===== src/shared/wgt_pkg.sv =====
package wgt_pkg;

  localparam int DW = 8;
  localparam int AW = 8;
  localparam int RW = 17;
  localparam int EV_W = 4;

  // register bus request from the host interface logic
  typedef struct packed {
    logic [AW-1:0] addr;
    logic [DW-1:0] wdata;
    logic          wr;
    logic          rd;
  } wgt_bus_req_t;

  // register offsets
  localparam logic [AW-1:0] ADDR_SLEEP_CTRL  = 8'h2d;
  localparam logic [AW-1:0] ADDR_WAKE_DIV    = 8'h2e;
  localparam logic [AW-1:0] ADDR_WAKE_INT_HI = 8'h2f;
  localparam logic [AW-1:0] ADDR_WAKE_INT_LO = 8'h30;
  localparam logic [AW-1:0] ADDR_POST_DUR    = 8'h31;
  localparam logic [AW-1:0] ADDR_GT_CTRL     = 8'h32;
  localparam logic [AW-1:0] ADDR_GT_DIV      = 8'h33;
  localparam logic [AW-1:0] ADDR_GT1_PER     = 8'h34;
  localparam logic [AW-1:0] ADDR_GT2_PER     = 8'h35;
  localparam logic [AW-1:0] ADDR_IRQ_STAT    = 8'h50;
  localparam logic [AW-1:0] ADDR_IRQ_MASK    = 8'h51;
  localparam logic [AW-1:0] ADDR_GT1_CNT     = 8'h52;
  localparam logic [AW-1:0] ADDR_GT2_CNT     = 8'h53;

  // field positions
  localparam int SC_SRC_BIT     = 2;
  localparam int SC_WAKE_EN_BIT = 4;
  localparam int SC_POST_EN_BIT = 5;
  localparam int GT1_RUN_BIT    = 0;
  localparam int GT1_SRC_BIT    = 1;
  localparam int GT2_RUN_BIT    = 4;
  localparam int GT2_SRC_BIT    = 5;
  localparam int DIV_LO_LSB     = 0;
  localparam int DIV_HI_LSB     = 4;
  localparam int EV_GT1         = 0;
  localparam int EV_GT2         = 1;
  localparam int EV_WAKE        = 2;
  localparam int EV_POST        = 3;

  // reset values and writable masks
  localparam logic [DW-1:0]   SLEEP_CTRL_RST = 8'h04;
  localparam logic [DW-1:0]   SLEEP_CTRL_MSK = 8'h34;
  localparam logic [DW-1:0]   REG_RST        = 8'h00;
  localparam logic [EV_W-1:0] EV_RST         = 4'h0;

  // prescale ratios
  localparam logic [RW-1:0] RATIO_ONE   = 17'h00001;
  localparam logic [RW-1:0] RATIO_128   = 17'h00080;
  localparam logic [RW-1:0] RATIO_TWO   = 17'h00002;
  localparam logic [RW-1:0] RATIO_64    = 17'h00040;
  localparam logic [RW-1:0] RATIO_16K   = 17'h04000;
  localparam logic [RW-1:0] RATIO_64K   = 17'h10000;
  localparam logic [3:0]    CODE_NODIV  = 4'h0;
  localparam logic [3:0]    CODE_FIRST  = 4'h1;
  localparam logic [3:0]    CODE_GP_TOP = 4'h9;
  localparam logic [3:0]    CODE_WK_TOP = 4'h8;
  localparam logic [3:0]    CODE_WK_SML = 4'h9;
  localparam logic [3:0]    CODE_WK_SMT = 4'hd;
  localparam logic [3:0]    CODE_WK_64  = 4'he;

  typedef enum logic [1:0] {
    WGT_IDLE     = 2'b00,
    WGT_INTERVAL = 2'b01,
    WGT_ACTIVE   = 2'b10
  } wgt_wake_state_t;

  // general-purpose prescale decode
  function automatic logic [RW-1:0] wgt_gp_ratio(input logic [3:0] code);
    if (code == CODE_NODIV)
      return RATIO_ONE;
    else if (code <= CODE_GP_TOP)
      return RATIO_128 << (code - CODE_FIRST);
    else
      return RATIO_64K;
  endfunction

  // wake-up prescale decode, small ratios sit above the large ones
  function automatic logic [RW-1:0] wgt_wake_ratio(input logic [3:0] code);
    if (code == CODE_NODIV)
      return RATIO_ONE;
    else if (code <= CODE_WK_TOP)
      return RATIO_128 << (code - CODE_FIRST);
    else if (code <= CODE_WK_SMT)
      return RATIO_TWO << (code - CODE_WK_SML);
    else if (code == CODE_WK_64)
      return RATIO_64;
    else
      return RATIO_16K;
  endfunction

endpackage


===== src/design/wgt_tick.sv =====
module wgt_tick
  import wgt_pkg::*;
#(
  parameter int CW = 17
)
(
  // clock and reset
  input  wire logic          sys_clk,
  input  wire logic          arst_n,
  // source clock edge and control
  input  wire logic          src_tick,
  input  wire logic          enable,
  input  wire logic          clear,
  input  wire logic [CW-1:0] ratio,
  // divided tick
  output logic               tick
);

  logic [CW-1:0] cnt_r;
  logic [CW-1:0] cnt_nxt;
  logic          last;

  assign last = (cnt_r >= ratio - CW'(1));
  assign tick = enable & src_tick & last;

  // paused prescaler keeps its phase so a resume continues mid-period
  always_comb
  begin
    cnt_nxt = cnt_r;
    if (clear)
      cnt_nxt = '0;
    else if (enable && src_tick)
      cnt_nxt = last ? '0 : cnt_r + CW'(1);
  end

  always_ff @(posedge sys_clk or negedge arst_n)
  begin
    if (!arst_n)
      cnt_r <= '0;
    else
      cnt_r <= cnt_nxt;
  end

endmodule // wgt_tick


===== src/design/wgt_timers.sv =====
// How it works
// - low byte forms interval bits seven to zero
// - post-wake time is prescale times duration minus one
// - timer two source bit picks wake or 2MHz
// - timer one source bit picks wake or 2MHz
// - run bit starts, resumes, or pauses keeping count
// - time-out clears the run bit itself
// - prescale code decode, none, 128 doubling, 65536
// - timer two upper nibble, timer one lower
// - timer one period is ratio times period
// - timer two period is ratio times period
// - wake interval is ratio times interval plus one
// - wake clock from external pin or RC
module wgt_timers
  import wgt_pkg::*;
(
  // clock and reset
  input  wire logic          sys_clk,
  input  wire logic          arst_n,
  // register port
  input  wgt_pkg::wgt_bus_req_t bus_req,
  output logic [DW-1:0]      rd_data,
  // clock pins
  input  wire logic          wake_ext_clk_pin,
  input  wire logic          rc_osc_clk,
  input  wire logic          clk_2m,
  // status
  output logic               irq,
  output logic               wake_event,
  output logic               post_wake_active,
  output logic               timer_one_timeout,
  output logic               timer_two_timeout
);

  import wgt_pkg::*;

  localparam int NSRC = 3;
  localparam int SRC_EXT = 0;
  localparam int SRC_RC = 1;
  localparam int SRC_2M = 2;

  // pin synchronisers and edge filters
  logic [NSRC-1:0] s1_r;
  logic [NSRC-1:0] s2_r;
  logic [NSRC-1:0] s3_r;
  logic [NSRC-1:0] filt_r;
  logic [NSRC-1:0] filt_nxt;
  logic [NSRC-1:0] rise;
  logic [NSRC-1:0] pins;

  assign pins = {clk_2m, rc_osc_clk, wake_ext_clk_pin};

  // a level only counts once the second and third stages agree
  always_comb
  begin
    for (int i = 0; i < NSRC; i++)
    begin
      filt_nxt[i] = (s2_r[i] == s3_r[i]) ? s3_r[i] : filt_r[i];
    end
    rise = filt_nxt & ~filt_r;
  end

  always_ff @(posedge sys_clk or negedge arst_n)
  begin
    if (!arst_n)
    begin
      s1_r   <= '0;
      s2_r   <= '0;
      s3_r   <= '0;
      filt_r <= '0;
    end
    else
    begin
      s1_r   <= pins;
      s2_r   <= s1_r;
      s3_r   <= s2_r;
      filt_r <= filt_nxt;
    end
  end

  // register file
  logic [DW-1:0]   sleep_ctrl_r;
  logic [DW-1:0]   sleep_ctrl_nxt;
  logic [DW-1:0]   wake_div_r;
  logic [DW-1:0]   wake_div_nxt;
  logic [DW-1:0]   int_hi_r;
  logic [DW-1:0]   int_hi_nxt;
  logic [DW-1:0]   int_lo_r;
  logic [DW-1:0]   int_lo_nxt;
  logic [DW-1:0]   dur_r;
  logic [DW-1:0]   dur_nxt;
  logic            src1_r;
  logic            src1_nxt;
  logic            src2_r;
  logic            src2_nxt;
  logic            run1_r;
  logic            run1_nxt;
  logic            run2_r;
  logic            run2_nxt;
  logic [DW-1:0]   gt_div_r;
  logic [DW-1:0]   gt_div_nxt;
  logic [DW-1:0]   per1_r;
  logic [DW-1:0]   per1_nxt;
  logic [DW-1:0]   per2_r;
  logic [DW-1:0]   per2_nxt;
  logic [EV_W-1:0] stat_r;
  logic [EV_W-1:0] stat_nxt;
  logic [EV_W-1:0] mask_r;
  logic [EV_W-1:0] mask_nxt;
  logic [DW-1:0]   rd_data_r;
  logic [DW-1:0]   rd_data_nxt;

  // timer state
  logic [DW-1:0]         cnt1_r;
  logic [DW-1:0]         cnt1_nxt;
  logic [DW-1:0]         cnt2_r;
  logic [DW-1:0]         cnt2_nxt;
  logic [15:0]           wcnt_r;
  logic [15:0]           wcnt_nxt;
  wgt_wake_state_t       state_r;
  wgt_wake_state_t       state_nxt;
  logic                  wake_ev_r;
  logic                  post_act_r;
  logic                  to1_r;
  logic                  to2_r;

  logic                  wr_ctrl;
  logic                  wr_gdiv;
  logic                  tick1;
  logic                  tick2;
  logic                  wtick;
  logic                  wsrc;
  logic                  to1;
  logic                  to2;
  logic                  wake_ev;
  logic                  post_done;
  logic                  wclr;
  logic [15:0]           interval;
  logic [DW-1:0]         post_target;
  logic [EV_W-1:0]       ev;
  logic [RW-1:0]         wratio;

  assign wr_ctrl = bus_req.wr && (bus_req.addr == ADDR_GT_CTRL);
  assign wr_gdiv = bus_req.wr && (bus_req.addr == ADDR_GT_DIV);
  assign interval = {int_hi_r, int_lo_r};

  // prescalers
  wgt_tick #(.CW(RW)) u_tick1 (
    .sys_clk  (sys_clk),
    .arst_n   (arst_n),
    .src_tick (src1_r ? rise[SRC_2M] : wsrc),
    .enable   (run1_r),
    .clear    (wr_gdiv),
    .ratio    (wgt_gp_ratio(gt_div_r[DIV_LO_LSB +: 4])),
    .tick     (tick1)
  );

  wgt_tick #(.CW(RW)) u_tick2 (
    .sys_clk  (sys_clk),
    .arst_n   (arst_n),
    .src_tick (src2_r ? rise[SRC_2M] : wsrc),
    .enable   (run2_r),
    .clear    (wr_gdiv),
    .ratio    (wgt_gp_ratio(gt_div_r[DIV_HI_LSB +: 4])),
    .tick     (tick2)
  );

  // post-wake time uses the upper nibble, the interval the lower
  assign wratio = (state_r == WGT_ACTIVE) ? wgt_wake_ratio(wake_div_r[DIV_HI_LSB +: 4])
                                          : wgt_wake_ratio(wake_div_r[DIV_LO_LSB +: 4]);

  wgt_tick #(.CW(RW)) u_wtick (
    .sys_clk  (sys_clk),
    .arst_n   (arst_n),
    .src_tick (wsrc),
    .enable   (state_r != WGT_IDLE),
    .clear    (wclr),
    .ratio    (wratio),
    .tick     (wtick)
  );

  // selected wake clock edge; a net, so every change of select or edge reaches the prescalers
  assign wsrc = sleep_ctrl_r[SC_SRC_BIT] ? rise[SRC_RC] : rise[SRC_EXT];

  // general-purpose counters; period zero expires on the first tick
  assign to1 = tick1 && (({1'b0, cnt1_r} + 9'h001) >= {1'b0, per1_r});
  assign to2 = tick2 && (({1'b0, cnt2_r} + 9'h001) >= {1'b0, per2_r});

  // duration one gives a zero-length window; zero wraps and is not allowed
  assign post_target = dur_r - 8'h01;

  // wake sequencer
  always_comb
  begin
    state_nxt = state_r;
    wcnt_nxt  = wcnt_r;
    wake_ev   = 1'b0;
    post_done = 1'b0;
    case (state_r)
      WGT_IDLE:
      begin
        wcnt_nxt = '0;
        if (sleep_ctrl_r[SC_WAKE_EN_BIT])
          state_nxt = WGT_INTERVAL;
      end
      WGT_INTERVAL:
      begin
        if (wtick)
        begin
          if (wcnt_r >= interval)
          begin
            wake_ev  = 1'b1;
            wcnt_nxt = '0;
            if (sleep_ctrl_r[SC_POST_EN_BIT])
              state_nxt = WGT_ACTIVE;
          end
          else
            wcnt_nxt = wcnt_r + 16'h0001;
        end
      end
      WGT_ACTIVE:
      begin
        if (wcnt_r >= {8'h00, post_target})
        begin
          post_done = 1'b1;
          wcnt_nxt  = '0;
          state_nxt = WGT_INTERVAL;
        end
        else if (wtick)
          wcnt_nxt = wcnt_r + 16'h0001;
      end
      default:
      begin
        state_nxt = WGT_IDLE;
        wcnt_nxt  = '0;
      end
    endcase
    if (!sleep_ctrl_r[SC_WAKE_EN_BIT])
    begin
      state_nxt = WGT_IDLE;
      wcnt_nxt  = '0;
    end
  end

  // restart the prescaler phase at every change of window
  assign wclr = (state_nxt != state_r) || wake_ev;

  always_comb
  begin
    cnt1_nxt = cnt1_r;
    cnt2_nxt = cnt2_r;
    if (to1)
      cnt1_nxt = '0;
    else if (tick1)
      cnt1_nxt = cnt1_r + 8'h01;
    if (to2)
      cnt2_nxt = '0;
    else if (tick2)
      cnt2_nxt = cnt2_r + 8'h01;
  end

  always_ff @(posedge sys_clk or negedge arst_n)
  begin
    if (!arst_n)
    begin
      cnt1_r     <= '0;
      cnt2_r     <= '0;
      wcnt_r     <= '0;
      state_r    <= WGT_IDLE;
      wake_ev_r  <= 1'b0;
      post_act_r <= 1'b0;
      to1_r      <= 1'b0;
      to2_r      <= 1'b0;
    end
    else
    begin
      cnt1_r     <= cnt1_nxt;
      cnt2_r     <= cnt2_nxt;
      wcnt_r     <= wcnt_nxt;
      state_r    <= state_nxt;
      wake_ev_r  <= wake_ev;
      post_act_r <= (state_nxt == WGT_ACTIVE);
      to1_r      <= to1;
      to2_r      <= to2;
    end
  end

  // events, then register writes and reads
  always_comb
  begin
    ev = '0;
    ev[EV_GT1]  = to1;
    ev[EV_GT2]  = to2;
    ev[EV_WAKE] = wake_ev;
    ev[EV_POST] = post_done;
    sleep_ctrl_nxt = sleep_ctrl_r;
    wake_div_nxt   = wake_div_r;
    int_hi_nxt     = int_hi_r;
    int_lo_nxt     = int_lo_r;
    dur_nxt        = dur_r;
    src1_nxt       = src1_r;
    src2_nxt       = src2_r;
    gt_div_nxt     = gt_div_r;
    per1_nxt       = per1_r;
    per2_nxt       = per2_r;
    mask_nxt       = mask_r;
    stat_nxt       = stat_r;
    // a software write of the run bit in the time-out cycle wins: it is a new start
    run1_nxt = to1 ? 1'b0 : run1_r;
    run2_nxt = to2 ? 1'b0 : run2_r;
    if (wr_ctrl)
    begin
      run1_nxt = bus_req.wdata[GT1_RUN_BIT];
      run2_nxt = bus_req.wdata[GT2_RUN_BIT];
      src1_nxt = bus_req.wdata[GT1_SRC_BIT];
      src2_nxt = bus_req.wdata[GT2_SRC_BIT];
    end
    if (bus_req.wr)
    begin
      case (bus_req.addr)
        ADDR_SLEEP_CTRL:  sleep_ctrl_nxt = bus_req.wdata & SLEEP_CTRL_MSK;
        ADDR_WAKE_DIV:    wake_div_nxt = bus_req.wdata;
        ADDR_WAKE_INT_HI: int_hi_nxt = bus_req.wdata;
        ADDR_WAKE_INT_LO: int_lo_nxt = bus_req.wdata;
        ADDR_POST_DUR:    dur_nxt = bus_req.wdata;
        ADDR_GT_DIV:      gt_div_nxt = bus_req.wdata;
        ADDR_GT1_PER:     per1_nxt = bus_req.wdata;
        ADDR_GT2_PER:     per2_nxt = bus_req.wdata;
        ADDR_IRQ_MASK:    mask_nxt = bus_req.wdata[EV_W-1:0];
        ADDR_IRQ_STAT:    stat_nxt = stat_r & ~bus_req.wdata[EV_W-1:0];
        default:          stat_nxt = stat_r;
      endcase
    end
    // set wins over a same-cycle write-one clear
    stat_nxt = stat_nxt | ev;
    rd_data_nxt = '0;
    if (bus_req.rd)
    begin
      case (bus_req.addr)
        ADDR_SLEEP_CTRL:  rd_data_nxt = sleep_ctrl_r;
        ADDR_WAKE_DIV:    rd_data_nxt = wake_div_r;
        ADDR_WAKE_INT_HI: rd_data_nxt = int_hi_r;
        ADDR_WAKE_INT_LO: rd_data_nxt = int_lo_r;
        ADDR_POST_DUR:    rd_data_nxt = dur_r;
        ADDR_GT_CTRL:     rd_data_nxt = {2'b00, src2_r, run2_r, 2'b00, src1_r, run1_r};
        ADDR_GT_DIV:      rd_data_nxt = gt_div_r;
        ADDR_GT1_PER:     rd_data_nxt = per1_r;
        ADDR_GT2_PER:     rd_data_nxt = per2_r;
        ADDR_IRQ_STAT:    rd_data_nxt = {{(DW-EV_W){1'b0}}, stat_r};
        ADDR_IRQ_MASK:    rd_data_nxt = {{(DW-EV_W){1'b0}}, mask_r};
        ADDR_GT1_CNT:     rd_data_nxt = cnt1_r;
        ADDR_GT2_CNT:     rd_data_nxt = cnt2_r;
        default:          rd_data_nxt = '0;
      endcase
    end
  end

  always_ff @(posedge sys_clk or negedge arst_n)
  begin
    if (!arst_n)
    begin
      sleep_ctrl_r <= SLEEP_CTRL_RST;
      wake_div_r   <= REG_RST;
      int_hi_r     <= REG_RST;
      int_lo_r     <= REG_RST;
      dur_r        <= REG_RST;
      src1_r       <= 1'b0;
      src2_r       <= 1'b0;
      run1_r       <= 1'b0;
      run2_r       <= 1'b0;
      gt_div_r     <= REG_RST;
      per1_r       <= REG_RST;
      per2_r       <= REG_RST;
      stat_r       <= EV_RST;
      mask_r       <= EV_RST;
      rd_data_r    <= REG_RST;
    end
    else
    begin
      sleep_ctrl_r <= sleep_ctrl_nxt;
      wake_div_r   <= wake_div_nxt;
      int_hi_r     <= int_hi_nxt;
      int_lo_r     <= int_lo_nxt;
      dur_r        <= dur_nxt;
      src1_r       <= src1_nxt;
      src2_r       <= src2_nxt;
      run1_r       <= run1_nxt;
      run2_r       <= run2_nxt;
      gt_div_r     <= gt_div_nxt;
      per1_r       <= per1_nxt;
      per2_r       <= per2_nxt;
      stat_r       <= stat_nxt;
      mask_r       <= mask_nxt;
      rd_data_r    <= rd_data_nxt;
    end
  end

  assign rd_data           = rd_data_r;
  assign irq               = |(stat_r & mask_r);
  assign wake_event        = wake_ev_r;
  assign post_wake_active  = post_act_r;
  assign timer_one_timeout = to1_r;
  assign timer_two_timeout = to2_r;

endmodule // wgt_timers


===== config.mk =====
export PLATFORM = sky130hd
export DESIGN_NAME = wgt_timers
export DESIGN_NICKNAME = d
export VERILOG_FILES = /design/src/shared/wgt_pkg.sv /design/src/design/wgt_tick.sv /design/src/design/wgt_timers.sv
export SDC_FILE = /design/constraint.sdc
export NUM_CORES = 1
export LEC_CHECK = 0
export ABC_CLOCK_PERIOD_IN_PS = 4500
export BUFFER_PORTS_ARGS = -buffer_cell sky130_fd_sc_hd__buf_2
export CAP_MARGIN = 20
export CORE_UTILIZATION = 50
export DETAILED_ROUTE_END_ITERATION = 8
export PLACE_DENSITY = 0.81
export SYNTH_ARGS = -nofsm -noshare
export SYNTH_HDL_FRONTEND = slang
export SYNTH_HIERARCHICAL = 1
export SYNTH_SLANG_ARGS = --single-unit

===== constraint.sdc =====
create_clock -name sys_clk -period 4.5 [get_ports sys_clk]
set_input_delay 0.225 -clock sys_clk [delete_from_list [all_inputs] [get_ports sys_clk]]
set_output_delay 0.225 -clock sys_clk [all_outputs]
set_load 0.01 [all_outputs]

=== Word level (Yosys, flattened, before mapping) ===
Index checks and enable logic that the tools add are counted.

* Reduce and logical (&&, ||, !) cells: 32
* $add $sub $neg: 18
* Shifts and indexed selects: 6
* Bitwise operators: 12
* $lt $le $gt $ge: 13
* Equality and inequality tests: 24
* Multiplexer cells: 57

{| class="wikitable"
|+ Operator list
! kind !! count
|-
| $mux W17 || 20
|-
| $pmux W8 S13 || 1
|-
| $mux W16 || 5
|-
| $eq A8 B6 Y1 const B || 9
|-
| $shl A8 B4 Y17 const A || 4
|-
| $add A17 B1 Y17 const B || 3
|-
| $ge A17 B17 Y1 || 3
|-
| $sub A17 B1 Y17 const B || 3
|-
| $mux W8 || 5
|-
| $shl A2 B4 Y17 const A || 2
|-
| $eq A8 B7 Y1 const B || 4
|-
| $pmux W16 S2 || 1
|-
| $mux W15 || 2
|-
| $le A4 B4 Y1 const B || 6
|-
| $reduce_and A2 Y1 || 10
|-
| $add A8 B1 Y9 const B || 2
|-
| $ge A9 B8 Y1 || 2
|-
| $add A16 B1 Y16 const B || 1
|-
| $add A8 B1 Y8 const B || 2
|-
| $ge A16 B16 Y1 || 1
|-
| $ge A16 B8 Y1 || 1
|-
| $logic_not A4 Y1 || 4
|-
| $reduce_bool A2 Y1 || 8
|-
| $sub A4 B1 Y4 const B || 4
|-
| other kinds (23) || 59
|}

* Logic and storage cells: 192
* Register bits: 180

=== Longest topological paths before layout ===
* Word-level depth: 15
* Depth in mapped cells: 26
* Depth with buffers taken out: 23

=== Modules after synthesis ===
Netlist, hierarchy kept.

{| class="wikitable"
|+ Modules (own cells, without submodules)
! module !! sequential area each (um^2) !! instances !! cells an instance !! area an instance (um^2)
|-
| wgt_timers || 3,229.3 || 1 || 806 || 7,800.0
|-
| wgt_tick (u_tick1 ...) || 425.4 || 2 || 188 || 1,609.0
|-
| wgt_tick (u_wtick) || 425.4 || 1 || 185 || 1,596.5
|}

=== Worst setup path after synthesis ===
No wires, ideal clock.

* Kind: register to register
* Start: register state_r[0]
* End: register u_wtick.cnt_r[10]
* Library setup time: 0.116 ns
* Arrival: 4.825 ns
* Clock period less this slack: 4.941 ns
* Cell stages (with the launch flop): 24
* Buffers on the path: 4
* Path slack: -0.441 ns
* Path through: dfrtp_1 -> inv_1 -> ha_1 -> clkbuf_1 -> clkbuf_1 -> o41ai_1 -> nor3_1 -> nand3_1 -> or3_2 -> xor2_1 -> ha_1 -> o21ai_0 -> nor2_1 -> a2111oi_0 -> a31o_2 -> buf_2 -> a21oi_1 -> and2_1 -> o21ai_0 -> nand4_1 -> a21oi_1 -> clkbuf_1 -> nand2_1 -> o311ai_0

* Longest elaborated chain between the ends: 11
* Elaborated cells on any way between the ends: 24

{| class="wikitable"
|+ RTL lines
! what !! RTL line !! source
|-
| from (decl) || wgt_timers.sv:120 || <nowiki>wgt_wake_state_t state_r;</nowiki>
|-
| from (signal assigned) || wgt_timers.sv:280 || <nowiki>state_r <= state_nxt;</nowiki>
|-
| $eq A2 B2 Y1 (*) || wgt_timers.sv:169 || <nowiki>assign wratio = (state_r == WGT_ACTIVE) ? wgt_wake_ratio(wake_div_r[DIV_HI_LSB +: 4])</nowiki>
|-
| $mux W17 (*) || wgt_timers.sv:169 ||
|-
| net wratio[4] || wgt_timers.sv:141 || <nowiki>logic [RW-1:0] wratio;</nowiki>
|-
| $sub A17 B1 Y17 (*) || wgt_tick.sv:23 || <nowiki>assign last = (cnt_r >= ratio - CW'(1));</nowiki>
|-
| $ge A17 B17 Y1 (*) || wgt_tick.sv:23 ||
|-
| $and A1 B1 Y1 (*) || wgt_tick.sv:24 || <nowiki>assign tick = enable & src_tick & last;</nowiki>
|-
| net wtick || wgt_timers.sv:131 || <nowiki>logic wtick;</nowiki>
|-
| $mux W2 || wgt_timers.sv:208 || <nowiki>if (wtick)</nowiki>
|-
| $pmux W2 S3 || wgt_timers.sv:199 || <nowiki>case (state_r)</nowiki>
|-
| $mux W2 || wgt_timers.sv:238 || <nowiki>if (!sleep_ctrl_r[SC_WAKE_EN_BIT])</nowiki>
|-
| $ne A2 B2 Y1 || wgt_timers.sv:246 || <nowiki>assign wclr = (state_nxt != state_r) || wake_ev;</nowiki>
|-
| $logic_or A1 B1 Y1 (*) || wgt_timers.sv:246 ||
|-
| net wclr || wgt_timers.sv:137 || <nowiki>logic wclr;</nowiki>
|-
| $mux W17 or $reduce_bool A2 Y1 (tied branches) || -- ||
|-
| to (signal assigned) || wgt_tick.sv:41 || <nowiki>cnt_r <= cnt_nxt;</nowiki>
|-
| to (decl) || wgt_tick.sv:19 || <nowiki>logic [CW-1:0] cnt_r;</nowiki>
|}

Mark *: on every way through the listed nets, which the timed path passes. The rest lies on a longest branch. The select of a mux whose other input is x is not followed.
A chain may end at the register's enable or synchronous reset.

=== Worst setup path in the final report ===
* Start: register state_r[1]
* End: register wcnt_r[12]

* Longest elaborated chain between the ends: 7
* Elaborated cells on any way between the ends: 13

{| class="wikitable"
|+ RTL lines
! what !! RTL line !! source
|-
| $eq A2 B2 Y1 (*) || wgt_timers.sv:169 ||
|-
| $mux W17 (*) || wgt_timers.sv:169 ||
|-
| net wratio[6] || wgt_timers.sv:141 ||
|-
| $sub A17 B1 Y17 (*) || wgt_tick.sv:23 ||
|-
| $ge A17 B17 Y1 (*) || wgt_tick.sv:23 ||
|-
| $and A1 B1 Y1 (*) || wgt_tick.sv:24 ||
|-
| net wtick || wgt_timers.sv:131 ||
|-
| $ne A4 B2 Y1 (no source line) or $ne A3 B2 Y1 (tied branches) || -- ||
|-
| $reduce_and A2 Y1 (no source line) (*) || -- ||
|-
| to (signal assigned) || wgt_timers.sv:279 || <nowiki>wcnt_r <= wcnt_nxt;</nowiki>
|-
| to (decl) || wgt_timers.sv:118 || <nowiki>logic [15:0] wcnt_r;</nowiki>
|}

Mark *: on every way through the listed nets, which the timed path passes. The rest lies on a longest branch.

==> impl_metrics.env <==
export IMPL_grt_overflow=0
export IMPL_critical_path_slowest_cell="dfrtp_1"
export IMPL_drt_wl_total_um=33000
export IMPL_final_hold_viol_count=0
export IMPL_holdWs_ns=0.1494
export IMPL_portBuffers=35
export IMPL_synth_most_common_cell="dfrtp_1"
export IMPL_drv_cap=0
export IMPL_yosys_warnings=6
export IMPL_r2r_cells=23
export IMPL_worst_setup_path_type="flip-flop to flip-flop"
export IMPL_pwr_share_seq_pct=44.1
export IMPL_ys_flop_type="dfrtp_1"
export IMPL_synth_top_area_cell="dfrtp_1"
export IMPL_r2r_end="wcnt_r[12]"
export IMPL_period_share_pct=102.0
export IMPL_grt_max_degree=119
export IMPL_ant_nets=0
export IMPL_violations="negative setup slack"
export IMPL_synth_simple_gate_area_share_pct=21.55
export IMPL_initial_utilization_pct=51.42
export IMPL_async_flop_share_pct=100.0
export IMPL_switching_share_pct=31.50
export IMPL_worst_slew_pin_slew_ns=1.019
export IMPL_grt_pass1_wl_um=53430
export IMPL_path_depth=23
export IMPL_maxSlewViolCount=0
export IMPL_antenna_cells=0
export IMPL_first_pass_iters=5
export IMPL_end_kind="flip-flop"
export IMPL_hp_class="primary input to flip-flop"
export IMPL_fin_cells=1812
export IMPL_area_growth_pct=15.51
export IMPL_fillers=2060
export IMPL_worst_clock_skew_ns=0.01417
export IMPL_yosysUniqueCellTypes=88
export IMPL_place_inst=1761
export IMPL_synth_edff_count=0
export IMPL_netlist_area_um2=12610
export IMPL_viasPerCell=6.201
export IMPL_grtUsageTotal_pct=25.59
export IMPL_synth_compound_area_share_pct=16.30
export IMPL_h_tree_depth=4
export IMPL_clkTransAtPathRegs_ns=0.07
export IMPL_cp_required_ns=4.85
export IMPL_yosys_register_bits=180
export IMPL_yosys_top_cells_area="dfrtp_1, ha_1, mux2_2"
export IMPL_setup_violations=22
export IMPL_core_area_um2=24530
export IMPL_clkSinkCount=180
export IMPL_finalCriticalPeriod_ns=4.590
export IMPL_syn_area_per_cell_um2=9.228
export IMPL_worst_path_buf_inv=6
export IMPL_cts_tree="built"
export IMPL_internal_power_mw=2.920
export IMPL_cts_inserted_buffers=17
export IMPL_chipWidth_um=160.8
export IMPL_path_cells="ha_4 > buf_12 > nand3_4 > o22ai_4 > or3_4 > or3_4 > or3_4 > buf_6 > nor2_4 > xnor2_2 > ha_1 > a21oi_2 > nor2_2 > a211oi_2 > buf_4 > a21oi_4 > buf_6 > buf_4 > nor2b_4 > a311oi_4 > buf_4 > nand4_1 > o31ai_2"
export IMPL_postSynthCellCount=1367
export IMPL_slew_limit_headroom_pct=32.09
export IMPL_power_leakage_nw=6.530
export IMPL_p_per_area_nw_per_um2=292.5
export IMPL_synthTopCellsByCount="dfrtp_1, nand2_1, ha_1, inv_1, nor2_1"
export IMPL_clock_root_buffer="clkbuf_16"
export IMPL_vdd_drop_max_mv=0.2528
export IMPL_synthAdderAreaFrac_pct=10.65
export IMPL_vias=11240
export IMPL_synth_xor_area_share_pct=4.374
export IMPL_grt_pass1_vias=10540
export IMPL_grt_setup_unrepaired="yes"
export IMPL_max_freq_mhz=217.8
export IMPL_synth_seq_area_share_pct=35.72
export IMPL_r2r_slack_ns=-0.09
export IMPL_clk_latency_ns=0.44
export IMPL_power_total_mw=4.263
export IMPL_synthMuxAreaShare_pct=7.439
export IMPL_whs_path_depth=3
export IMPL_finalWorstSetupSlack_ns=-0.09045
export IMPL_status="finished with violations"
export IMPL_synth_top_family_by_area="simple AND/OR/NAND/NOR gates"
export IMPL_cp_start_kind="flip-flop"
export IMPL_startpoint="state_r[1]"
export IMPL_num_io_pins=36
export IMPL_post_dp_hpwl_um=23320
export IMPL_grt_antenna_before_repair=0
export IMPL_worstPathArrival_ns=4.94
export IMPL_rows=57
export IMPL_place_congestion=0.9774
export IMPL_nNetsFinal=1603
export IMPL_r2r_start="state_r[1]"
export IMPL_clockPowerShare_pct=36.9
export IMPL_crit_family="simple AND/OR/NAND/NOR gates"
export IMPL_p_switching_mw=1.343
export IMPL_drive_gt1_share_pct=18.68
export IMPL_wl_per_cell_um=18.21
export IMPL_combPwrFrac_pct=19.0
export IMPL_initialDrtViolationCount=1000
export IMPL_synth_top_area_share_pct=35.51
export IMPL_ctsLongestPathBuffers=2
export IMPL_crit_path_end="wcnt_r[12]"
export IMPL_drcViolationCount=0
export IMPL_die_y_um=160.8
export IMPL_pre_cts_slack_ns=-0.1444
export IMPL_critPathMaxStageDelay_ns=0.42
export IMPL_dieArea_um2=25870
export IMPL_path_max_fanout=7
==> kinds of logic (layout without fill, tap and decap cells) <==
group | count (synthesis) | in the layout
AOI/OAI and AO/OA | 289 | 289
xor gates and xnor gates | 63 | 63
adders and majority gates | 108 | 108
buffers and inverters | 125 | 208
DFF | 180 | 180
muxes | 84 | 84
other | 1 | 39
and+or+nand+nor | 517 | 517
==> layout by cell type (no fill, tap or decap), types with 34 or more instances in the layout <==
cell	n
o21ai_0	53
buf_2	34
ha_1	104
nand3_1	56
buf_4	56
nor2_1	65
mux2_2	58
nand4_1	49
dfrtp_1	179
inv_1	71
a21oi_1	39
nand2_1	141
xnor2_1	40
conb_1	39
==> layout make-up <==
class	instances	area [um^2]	area share [%]
inverter	73	274.0	1.880
multi-input combinational	1100	8023	55.06
timing repair buffer	103	752.0	5.161
sequential	180	4506	30.92
clock buffer	17	425.4	2.919
clock inverter	15	186.4	1.279
tap	324	405.4	2.782
==> state kept, by name, indices dropped and copies added (netlist names), 16 cells and up <==
signal / flops
u_tick1/cnt_r: 17
u_tick2/cnt_r: 17
wcnt_r: 16
u_wtick/cnt_r: 17
==> per-layer routing <==
metal / vias to the layer above / routed length [um] / global-route usage (%)
li1: 5232 / - / -
met1: 5484 / 14260 / 35.13
met2: 460 / 15780 / 41.03
met4: 0 / 764 / 8.319
met3: 60 / 2194 / 4.365
met5: - / 0 / 0
==> worst min path at each step <==
stage                                 from           to  slack (ns)
after floorplan                     arst_n    cnt1_r[0]       -0.07
after global placement             s1_r[0]      s2_r[0]        0.33
after detailed placement  wake_ext_clk_pin      s1_r[0]        0.34
after CTS                       bus_req[9]  int_lo_r[7]        0.12
after global routing            bus_req[9]  int_lo_r[7]        0.14
final                           bus_req[9]  int_lo_r[7]        0.15
==> repair_timing <==
item | CTS | global route
buffers inserted | 4 | 11
hold buffers | 4 | 0
gates resized for setup | 11 | 43
endpoints found under the setup margin | 18 | 38
pin swaps | 3 | 18
endpoints found under the hold margin | 44 | 0
==> worst register-to-register path: cells and delay by family (launching register included) <==
family / cells / cell delay, ns
AOI/OAI and AO/OA: 6 / 0.98
xor gates and xnor gates: 1 / 0.08
DFF: 1 / 0.42
buffers and inverters: 6 / 0.89
and+or+nand+nor: 8 / 1.60
adders and majority gates: 2 / 0.54
==> through the flow <==
step	setup TNS (ns)	utilization (%)	area (um^2)
floorplan	-0.08794	-	12850
detailed placement	-0.9646	55.37	13580
global placement	0	55.37	13580
CTS	-0.0008922	58.29	14300
global route	-7.716	59.39	14570
finish	-0.8925	59.39	14570
==> power by group through the flow <==
stage	logic [mW]	clock network (mW)	registers, mW
2_1_floorplan	0.565	0	1.85
4_1_cts	0.784	1.59	1.87
3_3_place_gp	0.728	0	1.90
6_report	0.809	1.57	1.88
5_1_grt	0.911	1.66	1.90
3_5_place_dp	0.770	0	1.90
Power figures use the tool's default switching activity.
